<file path="src/pcfd_pkg.sv">
package pcfd_pkg;

   // ----------------------------------------------------------------
   // widths
   // ----------------------------------------------------------------
   localparam int CODE_W = 12;
   localparam int EQ_W = 3;
   localparam int CHN = 12;
   localparam int AW = 8;
   localparam int DW = 32;

   // ----------------------------------------------------------------
   // function codes (octal values as hex)
   // ----------------------------------------------------------------
   localparam logic [11:0] FC_RELEASE = 12'h000;
   localparam logic [11:0] FC_SINGLE = 12'h001;
   localparam logic [11:0] FC_DOUBLE = 12'h002;
   localparam logic [11:0] FC_LAST = 12'h003;
   localparam logic [11:0] FC_EJECT = 12'h004;
   localparam logic [11:0] FC_AUTO = 12'h005;
   localparam logic [11:0] FC_SUPPR = 12'h006;
   localparam logic [11:0] FC_SEL_RNB = 12'h010;
   localparam logic [11:0] FC_CLR_RNB = 12'h011;
   localparam logic [11:0] FC_SEL_EOP = 12'h012;
   localparam logic [11:0] FC_CLR_EOP = 12'h013;
   localparam logic [11:0] FC_SEL_ABN = 12'h014;
   localparam logic [11:0] FC_CLR_ABN = 12'h015;
   localparam logic [11:0] FC_POST_MODE = 12'h018;
   localparam logic [11:0] FC_POST1 = 12'h019;
   localparam logic [11:0] FC_POST12 = 12'h024;
   localparam logic [11:0] FC_PRE_MODE = 12'h028;
   localparam logic [11:0] FC_PRE1 = 12'h029;
   localparam logic [11:0] FC_PRE12 = 12'h034;
   localparam logic [8:0] CONNECT_LOW = 9'h000;
   localparam logic [3:0] CH_FIRST = 4'h0;
   localparam logic [3:0] CH_LAST = 4'hb;

   // ----------------------------------------------------------------
   // printer input vector positions
   // ----------------------------------------------------------------
   localparam int IN_EQ = 0;
   localparam int IN_HOLE = 3;
   localparam int IN_READY = 15;
   localparam int IN_BUSY = 16;
   localparam int IN_STEP = 17;
   localparam int IN_PDONE = 18;
   localparam int IN_LOAD = 19;
   localparam int IN_CHAIN = 20;
   localparam int IN_ILL = 21;
   localparam int IN_W = 22;

   // ----------------------------------------------------------------
   // apb map
   // ----------------------------------------------------------------
   localparam logic [AW-1:0] REG_CTRL = 8'h00;
   localparam logic [AW-1:0] REG_STAT = 8'h04;
   localparam int CTRL_MCLR = 0;

   typedef enum logic [1:0] {MV_IDLE, MV_LINES, MV_SKIP} pcfd_mv_type;

   // control state; all zero is the cleared state
   typedef struct packed {
      logic conn;
      logic lamp;
      logic prog_err;
      logic pre_mode;
      logic auto_ej;
      logic suppr;
      logic [3:0] post_sel;
      pcfd_mv_type mv;
      logic mv_post;
      logic [1:0] lines;
      logic [3:0] target;
      logic reload;
      logic at_last;
      logic wait_print;
      logic sel_rnb;
      logic irq_rnb;
      logic sel_eop;
      logic irq_eop;
      logic adv;
   } pcfd_ctl_type;

   typedef struct packed {
      logic [IN_W-1:0] s1;
      logic [IN_W-1:0] s2;
      logic [IN_W-1:0] s3;
      pcfd_ctl_type c;
      logic reply;
      logic reject;
      logic perr_p;
      logic pready;
      logic pslverr;
      logic [DW-1:0] prdata;
   } pcfd_st_type;

endpackage

</file>
<file path="src/pcfd_decoder.sv">
// Contract
// - connect instruction carries equipment digit in top three bits, low nine zero
// - connect and reply only on matching equipment number and good parity
// - connect code with parity error drops an existing connection
// - unconnected controller ignores functions, writes and status requests; APB clear writes and status reads are served while unconnected
// - function code arrives as twelve parallel data lines
// - operating codes need ready and not busy; others accepted while connected
// - one code at a time; parity first, then reply if legal and doable
// - undefined or impossible codes get reject
// - parity error skips function, signals computer, lights red lamp
// - release replies and clears connection, interrupts, parity and program errors
// - 0001 spaces one line, 0002 spaces two lines
// - 0003 skips to channel 12, keeps postprint selection, self-clears
// - 0004 skips to channel 1, keeps postprint selection, self-clears
// - 0005 arms eject; motion beyond channel 12 continues to channel 1
// - 0006 cancels only the next postprint spacing
// - with 0020 selected, interrupt when ready and not busy
// - ready interrupt holds until 0020, 0021, 0000 or clear
// - 0021 replies and removes ready selection and interrupt
// - with 0022, interrupt at end of preprint motion or after reloaded print
// - end interrupt holds until 0022, 0023, 0000 or clear
// - postprint 0030-0044 and preprint 0050-0064 are legal channel codes
// - 0030 sets postprint mode, clears postprint selection, eject and suppress
// - postprint selection spaces after each print to its channel, then clears
// - 0050 enters preprint mode, no motion, no automatic single space
// - preprint selection starts motion at once to its channel
`timescale 1ns/1ps
module pcfd_decoder
(
   input wire logic pclk,
   input wire logic presetn,
   input wire logic psel,
   input wire logic penable,
   input wire logic pwrite,
   input wire logic [pcfd_pkg::AW-1:0] paddr,
   input wire logic [pcfd_pkg::DW-1:0] pwdata,
   output logic [pcfd_pkg::DW-1:0] prdata,
   output logic pready,
   output logic pslverr,
   input wire logic chan_connect,
   input wire logic chan_function,
   input wire logic chan_clear,
   input wire logic [pcfd_pkg::CODE_W-1:0] chan_code,
   input wire logic chan_parity,
   output logic reply,
   output logic reject,
   output logic parity_error,
   input wire logic [pcfd_pkg::EQ_W-1:0] eq_switch,
   input wire logic printer_ready,
   input wire logic printer_busy,
   input wire logic [pcfd_pkg::CHN-1:0] tape_hole,
   input wire logic line_step,
   input wire logic print_done,
   input wire logic buffer_load,
   input wire logic chain_active,
   input wire logic illegal_char,
   output logic connected,
   output logic paper_advance,
   output logic parity_lamp,
   output logic program_error,
   output logic irq_ready,
   output logic irq_eop
);
   import pcfd_pkg::*;

   pcfd_st_type st;
   pcfd_st_type next_st;
   logic [IN_W-1:0] pins;
   logic [CHN-1:0] holes;
   logic [EQ_W-1:0] eq;
   logic rdy, bsy, load, chain, step_e, pdone_e, ill_e;
   logic rnb, par_ok, fn, apb_clr, clr, clr_rnb, clr_eop;
   logic is_post, is_pre;
   logic [DW-1:0] stat;

   // ----------------------------------------------------------------
   // printer side inputs, two flops before use
   // ----------------------------------------------------------------
   assign pins = {illegal_char, chain_active, buffer_load, print_done, line_step,
                  printer_busy, printer_ready, tape_hole, eq_switch};
   assign holes = st.s2[IN_HOLE +: CHN];
   assign eq = st.s2[IN_EQ +: EQ_W];
   assign rdy = st.s2[IN_READY];
   assign bsy = st.s2[IN_BUSY];
   assign load = st.s2[IN_LOAD];
   assign chain = st.s2[IN_CHAIN];
   assign step_e = st.s2[IN_STEP] & ~st.s3[IN_STEP];
   assign pdone_e = st.s2[IN_PDONE] & ~st.s3[IN_PDONE];
   assign ill_e = st.s2[IN_ILL] & ~st.s3[IN_ILL];

   // ----------------------------------------------------------------
   // decode helpers
   // ----------------------------------------------------------------
   // own motion counts as busy, so an operating code never lands mid-skip
   assign rnb = rdy & ~bsy & (st.c.mv == MV_IDLE);
   assign par_ok = ^{chan_code, chan_parity}; // odd parity over 13 lines
   assign fn = chan_function & ~chan_connect & st.c.conn;
   assign apb_clr = psel & penable & st.pready & pwrite & ~st.pslverr
                    & (paddr == REG_CTRL) & pwdata[CTRL_MCLR];
   assign clr = chan_clear | apb_clr;
   assign clr_rnb = fn & par_ok & ((chan_code == FC_RELEASE)
                    | (chan_code == FC_SEL_RNB) | (chan_code == FC_CLR_RNB));
   assign clr_eop = fn & par_ok & ((chan_code == FC_RELEASE)
                    | (chan_code == FC_SEL_EOP) | (chan_code == FC_CLR_EOP));
   assign is_post = (chan_code >= FC_POST1) && (chan_code <= FC_POST12);
   assign is_pre = (chan_code >= FC_PRE1) && (chan_code <= FC_PRE12);
   assign stat = {16'h0000, st.c.wait_print, st.c.irq_eop, st.c.sel_eop,
                  st.c.irq_rnb, st.c.sel_rnb, st.c.adv, st.c.post_sel,
                  st.c.suppr, st.c.auto_ej, st.c.pre_mode, st.c.prog_err,
                  st.c.lamp, st.c.conn};

   // ----------------------------------------------------------------
   // next state
   // ----------------------------------------------------------------
   always_comb
   begin
      next_st = st;
      next_st.s1 = pins;
      next_st.s2 = st.s1;
      next_st.s3 = st.s2;
      next_st.reply = 1'b0;
      next_st.reject = 1'b0;
      next_st.perr_p = 1'b0;
      next_st.pready = 1'b0;
      next_st.pslverr = 1'b0;

      // connect instruction
      if (chan_connect)
      begin
         if (!par_ok)
         begin
            next_st.perr_p = 1'b1;
            next_st.c.lamp = 1'b1;
            next_st.c.conn = 1'b0;
         end
         else if (chan_code[11:9] == eq && chan_code[8:0] == CONNECT_LOW)
         begin
            next_st.c.conn = 1'b1;
            next_st.reply = 1'b1;
         end
      end
      // function instruction, parity checked before anything else
      else if (fn)
      begin
         if (!par_ok)
         begin
            next_st.perr_p = 1'b1;
            next_st.c.lamp = 1'b1;
         end
         else
         begin
            next_st.reply = 1'b1;
            if (chan_code == FC_RELEASE)
            begin
               next_st.c.conn = 1'b0;
               next_st.c.sel_rnb = 1'b0;
               next_st.c.irq_rnb = 1'b0;
               next_st.c.sel_eop = 1'b0;
               next_st.c.irq_eop = 1'b0;
               next_st.c.wait_print = 1'b0;
               next_st.c.lamp = 1'b0;
               next_st.c.prog_err = 1'b0;
            end
            else if (chan_code == FC_SINGLE || chan_code == FC_DOUBLE
                     || chan_code == FC_LAST || chan_code == FC_EJECT || is_pre)
            begin
               if (!rnb)
               begin
                  next_st.reply = 1'b0;
                  next_st.reject = 1'b1;
               end
               else
               begin
                  next_st.c.mv_post = 1'b0;
                  next_st.c.reload = 1'b0;
                  next_st.c.mv = MV_SKIP;
                  if (chan_code == FC_SINGLE)
                  begin
                     next_st.c.mv = MV_LINES;
                     next_st.c.lines = 2'd1;
                  end
                  else if (chan_code == FC_DOUBLE)
                  begin
                     next_st.c.mv = MV_LINES;
                     next_st.c.lines = 2'd2;
                  end
                  else if (chan_code == FC_LAST)
                     next_st.c.target = CH_LAST;
                  else if (chan_code == FC_EJECT)
                     next_st.c.target = CH_FIRST;
                  else
                  begin
                     next_st.c.target = 4'(chan_code - FC_PRE1);
                     next_st.c.pre_mode = 1'b1;
                  end
               end
            end
            else if (chan_code == FC_AUTO)
               next_st.c.auto_ej = 1'b1;
            else if (chan_code == FC_SUPPR)
               next_st.c.suppr = 1'b1;
            else if (chan_code == FC_SEL_RNB)
            begin
               next_st.c.sel_rnb = 1'b1;
               next_st.c.irq_rnb = 1'b0;
            end
            else if (chan_code == FC_CLR_RNB)
            begin
               next_st.c.sel_rnb = 1'b0;
               next_st.c.irq_rnb = 1'b0;
            end
            else if (chan_code == FC_SEL_EOP)
            begin
               next_st.c.sel_eop = 1'b1;
               next_st.c.irq_eop = 1'b0;
            end
            else if (chan_code == FC_CLR_EOP)
            begin
               next_st.c.sel_eop = 1'b0;
               next_st.c.irq_eop = 1'b0;
            end
            else if (chan_code == FC_SEL_ABN || chan_code == FC_CLR_ABN)
               next_st.reply = 1'b1; // legal, no abnormal-end logic here
            else if (chan_code == FC_POST_MODE)
            begin
               next_st.c.pre_mode = 1'b0;
               next_st.c.post_sel = 4'h0;
               next_st.c.auto_ej = 1'b0;
               next_st.c.suppr = 1'b0;
            end
            else if (is_post)
            begin
               next_st.c.pre_mode = 1'b0;
               next_st.c.post_sel = 4'(chan_code - FC_POST_MODE);
            end
            else if (chan_code == FC_PRE_MODE)
               next_st.c.pre_mode = 1'b1;
            else
            begin
               next_st.reply = 1'b0;
               next_st.reject = 1'b1;
            end
         end
      end

      // postprint spacing after each printed line
      if (pdone_e)
      begin
         if (st.c.wait_print && !chain)
         begin
            next_st.c.wait_print = 1'b0;
            if (st.c.sel_eop && !clr_eop)
               next_st.c.irq_eop = 1'b1;
         end
         if (!next_st.c.pre_mode)
         begin
            if (st.c.suppr)
               next_st.c.suppr = 1'b0;
            else if (next_st.c.mv == MV_IDLE)
            begin
               next_st.c.mv_post = 1'b1;
               if (st.c.post_sel != 4'h0)
               begin
                  next_st.c.mv = MV_SKIP;
                  next_st.c.target = st.c.post_sel - 4'h1;
               end
               else
               begin
                  next_st.c.mv = MV_LINES;
                  next_st.c.lines = 2'd1;
               end
            end
         end
      end

      // paper motion, one tape line per step
      if (st.c.mv != MV_IDLE)
      begin
         if (load)
            next_st.c.reload = 1'b1;
         if (step_e)
         begin
            next_st.c.at_last = holes[CH_LAST];
            if (st.c.auto_ej && st.c.at_last)
            begin
               next_st.c.auto_ej = 1'b0;
               next_st.c.mv = MV_SKIP;
               next_st.c.target = CH_FIRST;
            end
            else if ((st.c.mv == MV_LINES && st.c.lines == 2'd1)
                     || (st.c.mv == MV_SKIP && holes[st.c.target]))
            begin
               next_st.c.mv = MV_IDLE;
               if (st.c.mv_post)
                  next_st.c.post_sel = 4'h0;
               else if (st.c.reload || load)
                  next_st.c.wait_print = 1'b1;
               else if (st.c.sel_eop && !clr_eop)
                  next_st.c.irq_eop = 1'b1;
            end
            else if (st.c.mv == MV_LINES)
               next_st.c.lines = st.c.lines - 2'd1;
         end
      end

      // ready interrupt; a clearing code wins in its own cycle
      if (st.c.sel_rnb && rnb && !clr_rnb)
         next_st.c.irq_rnb = 1'b1;
      if (ill_e)
         next_st.c.prog_err = 1'b1;

      // master or channel clear
      if (clr)
      begin
         next_st.c = '0;
         next_st.reply = 1'b0;
         next_st.reject = 1'b0;
         next_st.perr_p = 1'b0;
      end
      next_st.c.adv = (next_st.c.mv != MV_IDLE);

      // apb slave, answers in the first access cycle
      if (psel && !penable && !st.pready)
      begin
         next_st.pready = 1'b1;
         next_st.prdata = '0;
         if (paddr == REG_STAT)
            next_st.prdata = stat;
         else if (paddr != REG_CTRL)
            next_st.pslverr = 1'b1;
      end
   end

   // ----------------------------------------------------------------
   // state register
   // ----------------------------------------------------------------
   always_ff @(posedge pclk or negedge presetn)
   begin
      if (!presetn)
         st <= '0;
      else
         st <= next_st;
   end

   assign prdata = st.prdata;
   assign pready = st.pready;
   assign pslverr = st.pslverr;
   assign reply = st.reply;
   assign reject = st.reject;
   assign parity_error = st.perr_p;
   assign connected = st.c.conn;
   assign paper_advance = st.c.adv;
   assign parity_lamp = st.c.lamp;
   assign program_error = st.c.prog_err;
   assign irq_ready = st.c.irq_rnb;
   assign irq_eop = st.c.irq_eop;
endmodule

</file>
<file path="config.mk">
export PLATFORM = sky130hd
export DESIGN_NAME = pcfd_decoder
export DESIGN_NICKNAME = d
export VERILOG_FILES = /design/src/pcfd_pkg.sv /design/src/pcfd_decoder.sv
export SDC_FILE = /design/constraint.sdc
export NUM_CORES = 1
export LEC_CHECK = 0
export ABC_AREA = 1
export BUFFER_PORTS_ARGS = -buffer_cell sky130_fd_sc_hd__buf_2
export CORE_MARGIN = 4
export CORE_UTILIZATION = 30
export DETAILED_ROUTE_END_ITERATION = 12
export GPL_ROUTABILITY_DRIVEN = 1
export PLACE_DENSITY = 0.54
export RECOVER_POWER = 100
export SYNTH_ARGS = -nofsm -noshare
export SYNTH_HDL_FRONTEND = slang
export SYNTH_SLANG_ARGS = --single-unit
</file>
<file path="constraint.sdc">
create_clock -name pclk -period 1.7 [get_ports pclk]
set_clock_uncertainty 0.05 [all_clocks]
set_input_delay 0.34 -clock pclk [delete_from_list [all_inputs] [get_ports pclk]]
set_output_delay 0.34 -clock pclk [all_outputs]
set_load 0.05 [all_outputs]
</file>
==> flow_summary_export.csv, run 1 <==
group,metric,value,unit
finish,fin_area,6818,um^2
job,cap_violations,0,
critical_path,cp_common_cell,"nand2_4",
finish,finalNetCount,834,
critical_path,critPathRequiredTime,1.89,ns
worst_hold_path,hp-class,"input pin to register",
floorplan,die-height,135.6,um
synthesis,netlist_area,4887,um^2
critical_path,crit_arrival,2.17,ns
clock_tree,ctsLongestPathBuffers,2,
timing,rsz0062_at_grt,"yes",
route,wl_per_cell,12.78,um
floorplan,initial_utilization,0.3065,
global_routing,grt_max_degree,61,
timing,setup_ws,-0.2837,ns
pwr,peakVddDrop,0.0006147,V
global_routing,grt_use_total,0.1393,
clock_tree,cts_tree,"done",
floorplan,core,15940,um^2
pwr,p_total,5151,uW
clock_tree,numClockSinks,95,
route,wl,12.31,mm
critical_path,crit_chain,"buf_12 -> inv_12 -> ha_4 -> inv_2 -> nand2_2 -> nand2_1 -> nand2_1 -> nand2_2 -> inv_2 -> nand2_4 -> nand3_2 -> nand2_4 -> nand2_4 -> inv_4 -> nand2_4 -> buf_4 -> mux2_2 -> o21ai_1 -> a21oi_1",
timing,finalHoldViolCount,0,
route,vias,4250,
synthesis,syn_avg_cell_area,8.635,um^2
finish,multi_input_area,2265,um^2
timing,max_freq,0.5041,GHz
floorplan,die-area,18400,um^2
floorplan,boundaryPins,126,
route,first_pass_iters,4,
synthesis,synth-seq-area-share,0.4864,
clock_tree,worstSkewPairLatency,0.35,ns
timing,drv_slew,0,
worst_hold_path,min_to,"next_st[106]",
critical_path,critPathSlowestCell,"mux2_2",
critical_path,cp_max_fo,5,
critical_path,critPathMaxStageDelay,0.31,ns
worst_hold_path,hp-start,"chain_active",
finish,syn2layout_area_growth,39.50,%
critical_path,cp-end-kind,"register",
finish,num_antenna_cells,0,
placed_design,gp_congestion,0.9018,
route,ant_nets,0,
clock_tree,cts_root_buf,"clkbuf_16",
critical_path,rrSetupSlack,-0.17,ns
global_routing,grt-ovfl-total,0,
global_routing,grt_pass1_wl,20.12,mm
placed_design,dp_hpwl,9.690,mm
timing,setup_viol_count_final,24,
critical_path,path_class,"input pin to register",
route,drtIter0Drc,163,
critical_path,reg2reg_depth,11,
critical_path,crit-reg2reg-launch,"st[53]",
global_routing,grt_pass1_vias,4160,
route,drc,0,
route,vias_per_cell,4.413,
floorplan,die_w,135.6,um
finish,drive_gt1_frac,0.4110,
synthesis,syn-instance-count,566,
synthesis,yosysWarnings,0,
clock_tree,clk_pin_slew,0.07,ns
synthesis,synthDistinctLibCells,48,
timing,worst_pin_slew,0.8433,ns
critical_path,path_buf_inv,6,
finish,regArea,2380,um^2
floorplan,rows,46,
finish,nFillCells,1622,
critical_path,cp-start-kind,"input pin",
worst_hold_path,min_path_cells,1,
timing,period_minus_slack,1.984,ns
synthesis,ys_seq_elements,95,
pwr,cellLeakagePower,0.003451,uW
timing,finalCritPeriodShare,1.167,
run_status,failed_checks,"negative setup slack",
critical_path,critPathTopFamily,"simple AND/OR/NAND/NOR gates",
timing,relSlewSlack,0.4378,
run_status,status,"complete, but fails checks",
clock_tree,cts_max_level,3,
placed_design,postPlaceCellArea,6218,um^2
clock_tree,cts-buffers-inserted,9,
global_routing,antenna_found_initial,0,
placed_design,portBuffers,78,
pwr,p_per_area,755.6,nW/um^2
critical_path,crit-reg2reg-capture,"st[46]",
## what timing repair did
action,in CTS,in global routing
hold buffers,1,0
gates resized for setup,58,30
setup buffers,7,3
endpoints found under the setup margin,27,29
pin swaps,22,24
endpoints found under the hold margin,95,0
gates cloned,0,0
## worst reg2reg max path, cell delays in order (launching register included)
cell     delay, ns
dfrtp_1       0.39
nor2_1        0.09
inv_1         0.06
nor3_1        0.13
buf_4         0.18
nand2_4       0.07
nor2_4        0.12
nand2_4       0.09
buf_4         0.14
mux2_2        0.26
o21ai_1       0.14
a21oi_1       0.06
## metal layers
| metal | part of all wire | GRT usage | vias up |
|---|---|---|---|
| met5 | 0 | 0 | - |
| met4 | 0.015 | 0.04591 | 0 |
| met3 | 0.050 | 0.03455 | 18 |
| met2 | 0.50 | 0.2420 | 99 |
| met1 | 0.44 | 0.1691 | 2004 |
| li1 | - | - | 2129 |
## power breakdown
group	internal, uW	switching [uW]	leakage [uW]	total, uW
registers	2350	39.0	0.00121	2390
clock network	1040	840	0.000131	1880
logic	328	559	0.00211	887
## cells in the mapped netlist (all sizes together)
library cell,count,area [um^2]
a2111oi,1,8.760
a211oi,6,45.04
a21oi,18,90.09
a22o,1,8.760
a22oi,1,7.510
a31oi,1,6.260
a32o,1,10.01
and3,1,6.260
buf,32,240.2
clkbuf,5,18.77
clkinv,3,17.51
conb,1,3.750
dfrtp,95,2377
ha,9,112.6
inv,91,344.1
mux2,1,11.26
nand2,122,553.0
nand3,34,192.7
nand3b,2,15.01
nand4,8,50.05
nor2,65,321.6
nor3,10,50.05
nor4,3,18.77
o2111ai,3,26.28
o211ai,2,15.01
o21ai,22,128.9
o21bai,2,15.01
o221a,1,11.26
o22ai,17,106.4
o311ai,1,8.760
o41ai,2,25.03
or2,1,6.260
xnor2,1,8.760
xor2,3,26.28
## stage by stage
| stage | TNS (ns) | hold WS [ns] | std cells | utilization | worst slack, ns |
|---|---|---|---|---|---|
| after floorplan | -7.300 | -0.005591 | 581 | - | -0.4285 |
| after global placement | -18.38 | 0.09812 | 936 | 0.3900 | -0.7449 |
| after detailed placement | -19.02 | 0.09922 | 936 | 0.3900 | -0.7795 |
| after CTS | -4.177 | 0.02714 | 960 | 0.4227 | -0.2610 |
| after global routing | -8.637 | 0.02477 | 963 | 0.4276 | -0.4327 |
| final | -4.539 | 0.04225 | 963 | 0.4276 | -0.2837 |
## state kept, by name, summed over array words and instances, names as in the netlist
| name | count |
|---|---|
| bsy | 1 |
| chain | 1 |
| connected | 1 |
| eq | 3 |
| holes | 12 |
| irq_eop | 1 |
| irq_ready | 1 |
| load | 1 |
| next_st | 26 |
| paper_advance | 1 |
| parity_error | 1 |
| parity_lamp | 1 |
| prdata | 16 |
| pready | 1 |
| program_error | 1 |
| pslverr | 1 |
| reject | 1 |
| reply | 1 |
| st | 24 |
## cells in the final DEF, fill, tap and decap left out, drive strengths merged, types with 2 or more instances in the layout
cell type / count
o21bai: 2
o211ai: 2
xor2: 3
nor2: 65
o21ai: 22
nor4: 3
o22ai: 17
nand4: 8
clkbuf: 47
nand2: 122
nand3b: 2
inv: 91
a211oi: 6
o2111ai: 3
nand3: 34
nor3: 10
dfrtp: 95
conb: 16
o41ai: 2
ha: 9
buf: 153
clkinv: 5
a21oi: 18
## how the worst max path moves through the flow
stage               slack, ns          from       endpoint  cells past startpoint
global placement        -0.74  chan_code[1]      connected                     21
global route            -0.43  chan_code[1]         st[48]                     21
CTS                     -0.26  chan_code[0]         st[48]                     17
finish                  -0.28  chan_code[1]         st[46]                     19
detailed placement      -0.78  chan_code[1]  paper_advance                     24
floorplan               -0.43  chan_code[1]  paper_advance                     22
## area by class of cell
type                    count  area share
flip-flops and latches     95      0.3491
multi-input cells         355      0.3322
repair buffers            187      0.1810
inverters                  94     0.05836
well taps                 216     0.03964
clock buffers              14     0.03725
clock inverters             2    0.002569
## cells by family after synthesis
kind of cell | share of synthesized area
other | 0.0007673
AO/OA/AOI/OAI | 0.1050
AND/OR/NAND/NOR | 0.2483
adder cells (fa/ha/maj) | 0.02304
flip-flops | 0.4864
multiplexers | 0.002304
XOR/XNOR | 0.007170
buffers and inverters | 0.1270
(Power assumes the default switching activity.)
==> run 2: changes to the inputs <==
- SETUP_SLACK_MARGIN: not set -> 0.1
==> flow_summary_export.csv, run 2 (synthesis gave the netlist of run 1 again) <==
group,metric,value,unit
timing,finalHoldWorstSlack,0.03680,ns
pwr,p_total,5728,uW
global_routing,globalRouteMet1Util,0.1778,
placed_design,dp_hpwl,9.751,mm
clock_tree,ctsLongestPathBuffers,2,
timing,max_freq,0.4952,GHz
finish,drive_gt1_frac,0.4600,
finish,final_common_cell,"buf_4",
job,cap_violations,0,
clock_tree,cts_tree,"done",
timing,finalHoldViolCount,0,
finish,fin_util,0.4482,
clock_tree,clk_pin_slew,0.07,ns
global_routing,grt.met2_usage,0.2423,
finish,syn2layout_area_growth,46.21,%
worst_hold_path,min_to,"next_st[86]",
critical_path,reg2reg_depth,11,
clock_tree,worstSkewPairLatency,0.36,ns
timing,finalCritPeriodShare,1.188,
floorplan,rows,46,
timing,setup_viol_count_final,28,
floorplan,boundaryPins,126,
pwr,cellLeakagePower,0.003616,uW
critical_path,cp_max_fo,5,
route,first_pass_iters,4,
clock_tree,cts-buffers-inserted,9,
timing,setup_ws,-0.3194,ns
placed_design,dp_cells,938,
placed_design,portBuffers,78,
timing,drv_slew,0,
critical_path,critPathRequiredTime,1.93,ns
pwr,p_per_area,801.6,nW/um^2
placed_design,postPlaceCellArea,6242,um^2
global_routing,grt-busiest-layer,"met2",
finish,fin_area,7146,um^2
run_status,failed_checks,"negative setup slack",
route,ant_nets,0,
critical_path,rrSetupSlack,-0.20,ns
route,drtIter0Drc,197,
global_routing,antenna_found_initial,0,
route,wl,12.77,mm
global_routing,grt-ovfl-total,0,
critical_path,path_class,"input pin to register",
timing,worst_pin_slew,0.8274,ns
timing,period_minus_slack,2.019,ns
pwr,peakVddDrop,0.0006524,V
timing,rsz0062_at_grt,"yes",
worst_hold_path,hp-start,"eq_switch[0]",
route,drc,0,
clock_tree,cts_root_buf,"clkbuf_16",
finish,num_antenna_cells,0,
finish,final_cell_mix,"buf_4 (107), dfrtp_1 (92), nand2_1 (88), inv_1 (69), buf_2 (47)",
run_status,status,"complete, but fails checks",
timing,relSlewSlack,0.4484,
route,wl_per_cell,13.05,um
floorplan,die-height,135.6,um
finish,finalNetCount,850,
placed_design,gp_congestion,0.8766,
clock_tree,cts_max_level,3,
global_routing,grt_use_total,0.1426,
floorplan,core,15940,um^2
floorplan,die_w,135.6,um
worst_hold_path,hp-class,"input pin to register",
floorplan,die-area,18400,um^2
floorplan,initial_utilization,0.3065,
route,vias,4309,
clock_tree,numClockSinks,95,
critical_path,cp-start-kind,"input pin",
global_routing,grt_pass1_vias,4204,
finish,fin_cells,979,
route,vias_per_cell,4.401,
critical_path,crit-reg2reg-launch,"connected",
global_routing,grt_pass1_wl,20.44,mm
critical_path,crit_arrival,2.25,ns
global_routing,met3_usage,0.04421,
finish,largest_register_ff_count,26,
worst_hold_path,min_path_cells,1,
critical_path,cp-end-kind,"register",
global_routing,grt_max_degree,34,
critical_path,crit-reg2reg-capture,"st[50]",
## run 2: final cells by class
| cell class | instances | area [um^2] |
|---|---|---|
| Tap cell | 216 | 270.3 |
| Clock buffer | 10 | 229.0 |
| Multi-Input combinational cell | 355 | 2357 |
| Fill cell | 1527 | 8797 |
| Clock inverter | 6 | 115.1 |
| Sequential cell | 95 | 2381 |
| Inverter | 94 | 394.1 |
| Timing Repair Buffer | 203 | 1399 |
## run 2: worst max-delay path: stages
cell and delay [ns]:
buf_12 0.09, inv_12 0.03, ha_4 0.26, nand2_1 0.07, nand2_1 0.07, nand2_1 0.06, nand2_2 0.10, inv_2 0.05
nand2_4 0.09, nand2_4 0.06, nand2_4 0.08, nand2_8 0.07, nand2_4 0.08, inv_4 0.04, nand2_4 0.09, nand2_4 0.08
nor2_8 0.12, nand2_4 0.07, nor2_4 0.17, o21ai_1 0.09, a21oi_1 0.12
## run 2: repair_timing
action                     CTS  global route
pin swaps                   16            24
setup endpoints to repair   28            29
hold endpoints to repair    28             0
hold buffers                 1             0
resized for setup           52            70
setup buffers               11            15
## run 2: metrics by stage
step	setup slack (ns)	setup TNS, ns
6_report	-0.3194	-6.595
5_1_grt	-0.4300	-12.20
4_1_cts	-0.2942	-5.285
3_5_place_dp	-0.8149	-19.53
3_3_place_gp	-0.7399	-18.00
2_1_floorplan	-0.4282	-7.283
## run 2: routing by layer
| layer | wire (um) | part of all wire | up-vias |
|---|---|---|---|
| met5 | 0 | 0 | - |
| met4 | 134 | 0.010 | 0 |
| met3 | 735 | 0.058 | 9 |
| met2 | 6458 | 0.51 | 106 |
| met1 | 5444 | 0.43 | 2035 |
| li1 | - | - | 2159 |
## run 2: how the worst max path moves through the flow
stage / from / endpoint / slack [ns] / cells past startpoint
floorplan: chan_code[1] / paper_advance / -0.43 / 22
global placement: chan_code[1] / paper_advance / -0.74 / 23
detailed placement: chan_code[1] / st[47] / -0.81 / 23
CTS: chan_code[1] / st[48] / -0.29 / 21
global route: chan_code[1] / st[47] / -0.43 / 23
finish: chan_code[1] / st[46] / -0.32 / 21
## run 2: power breakdown
part	total [uW]	switching (uW)	internal (uW)
clock network	2380	924	1450
registers	2390	40.7	2340
logic	966	592	374
total	5730	1560	4170
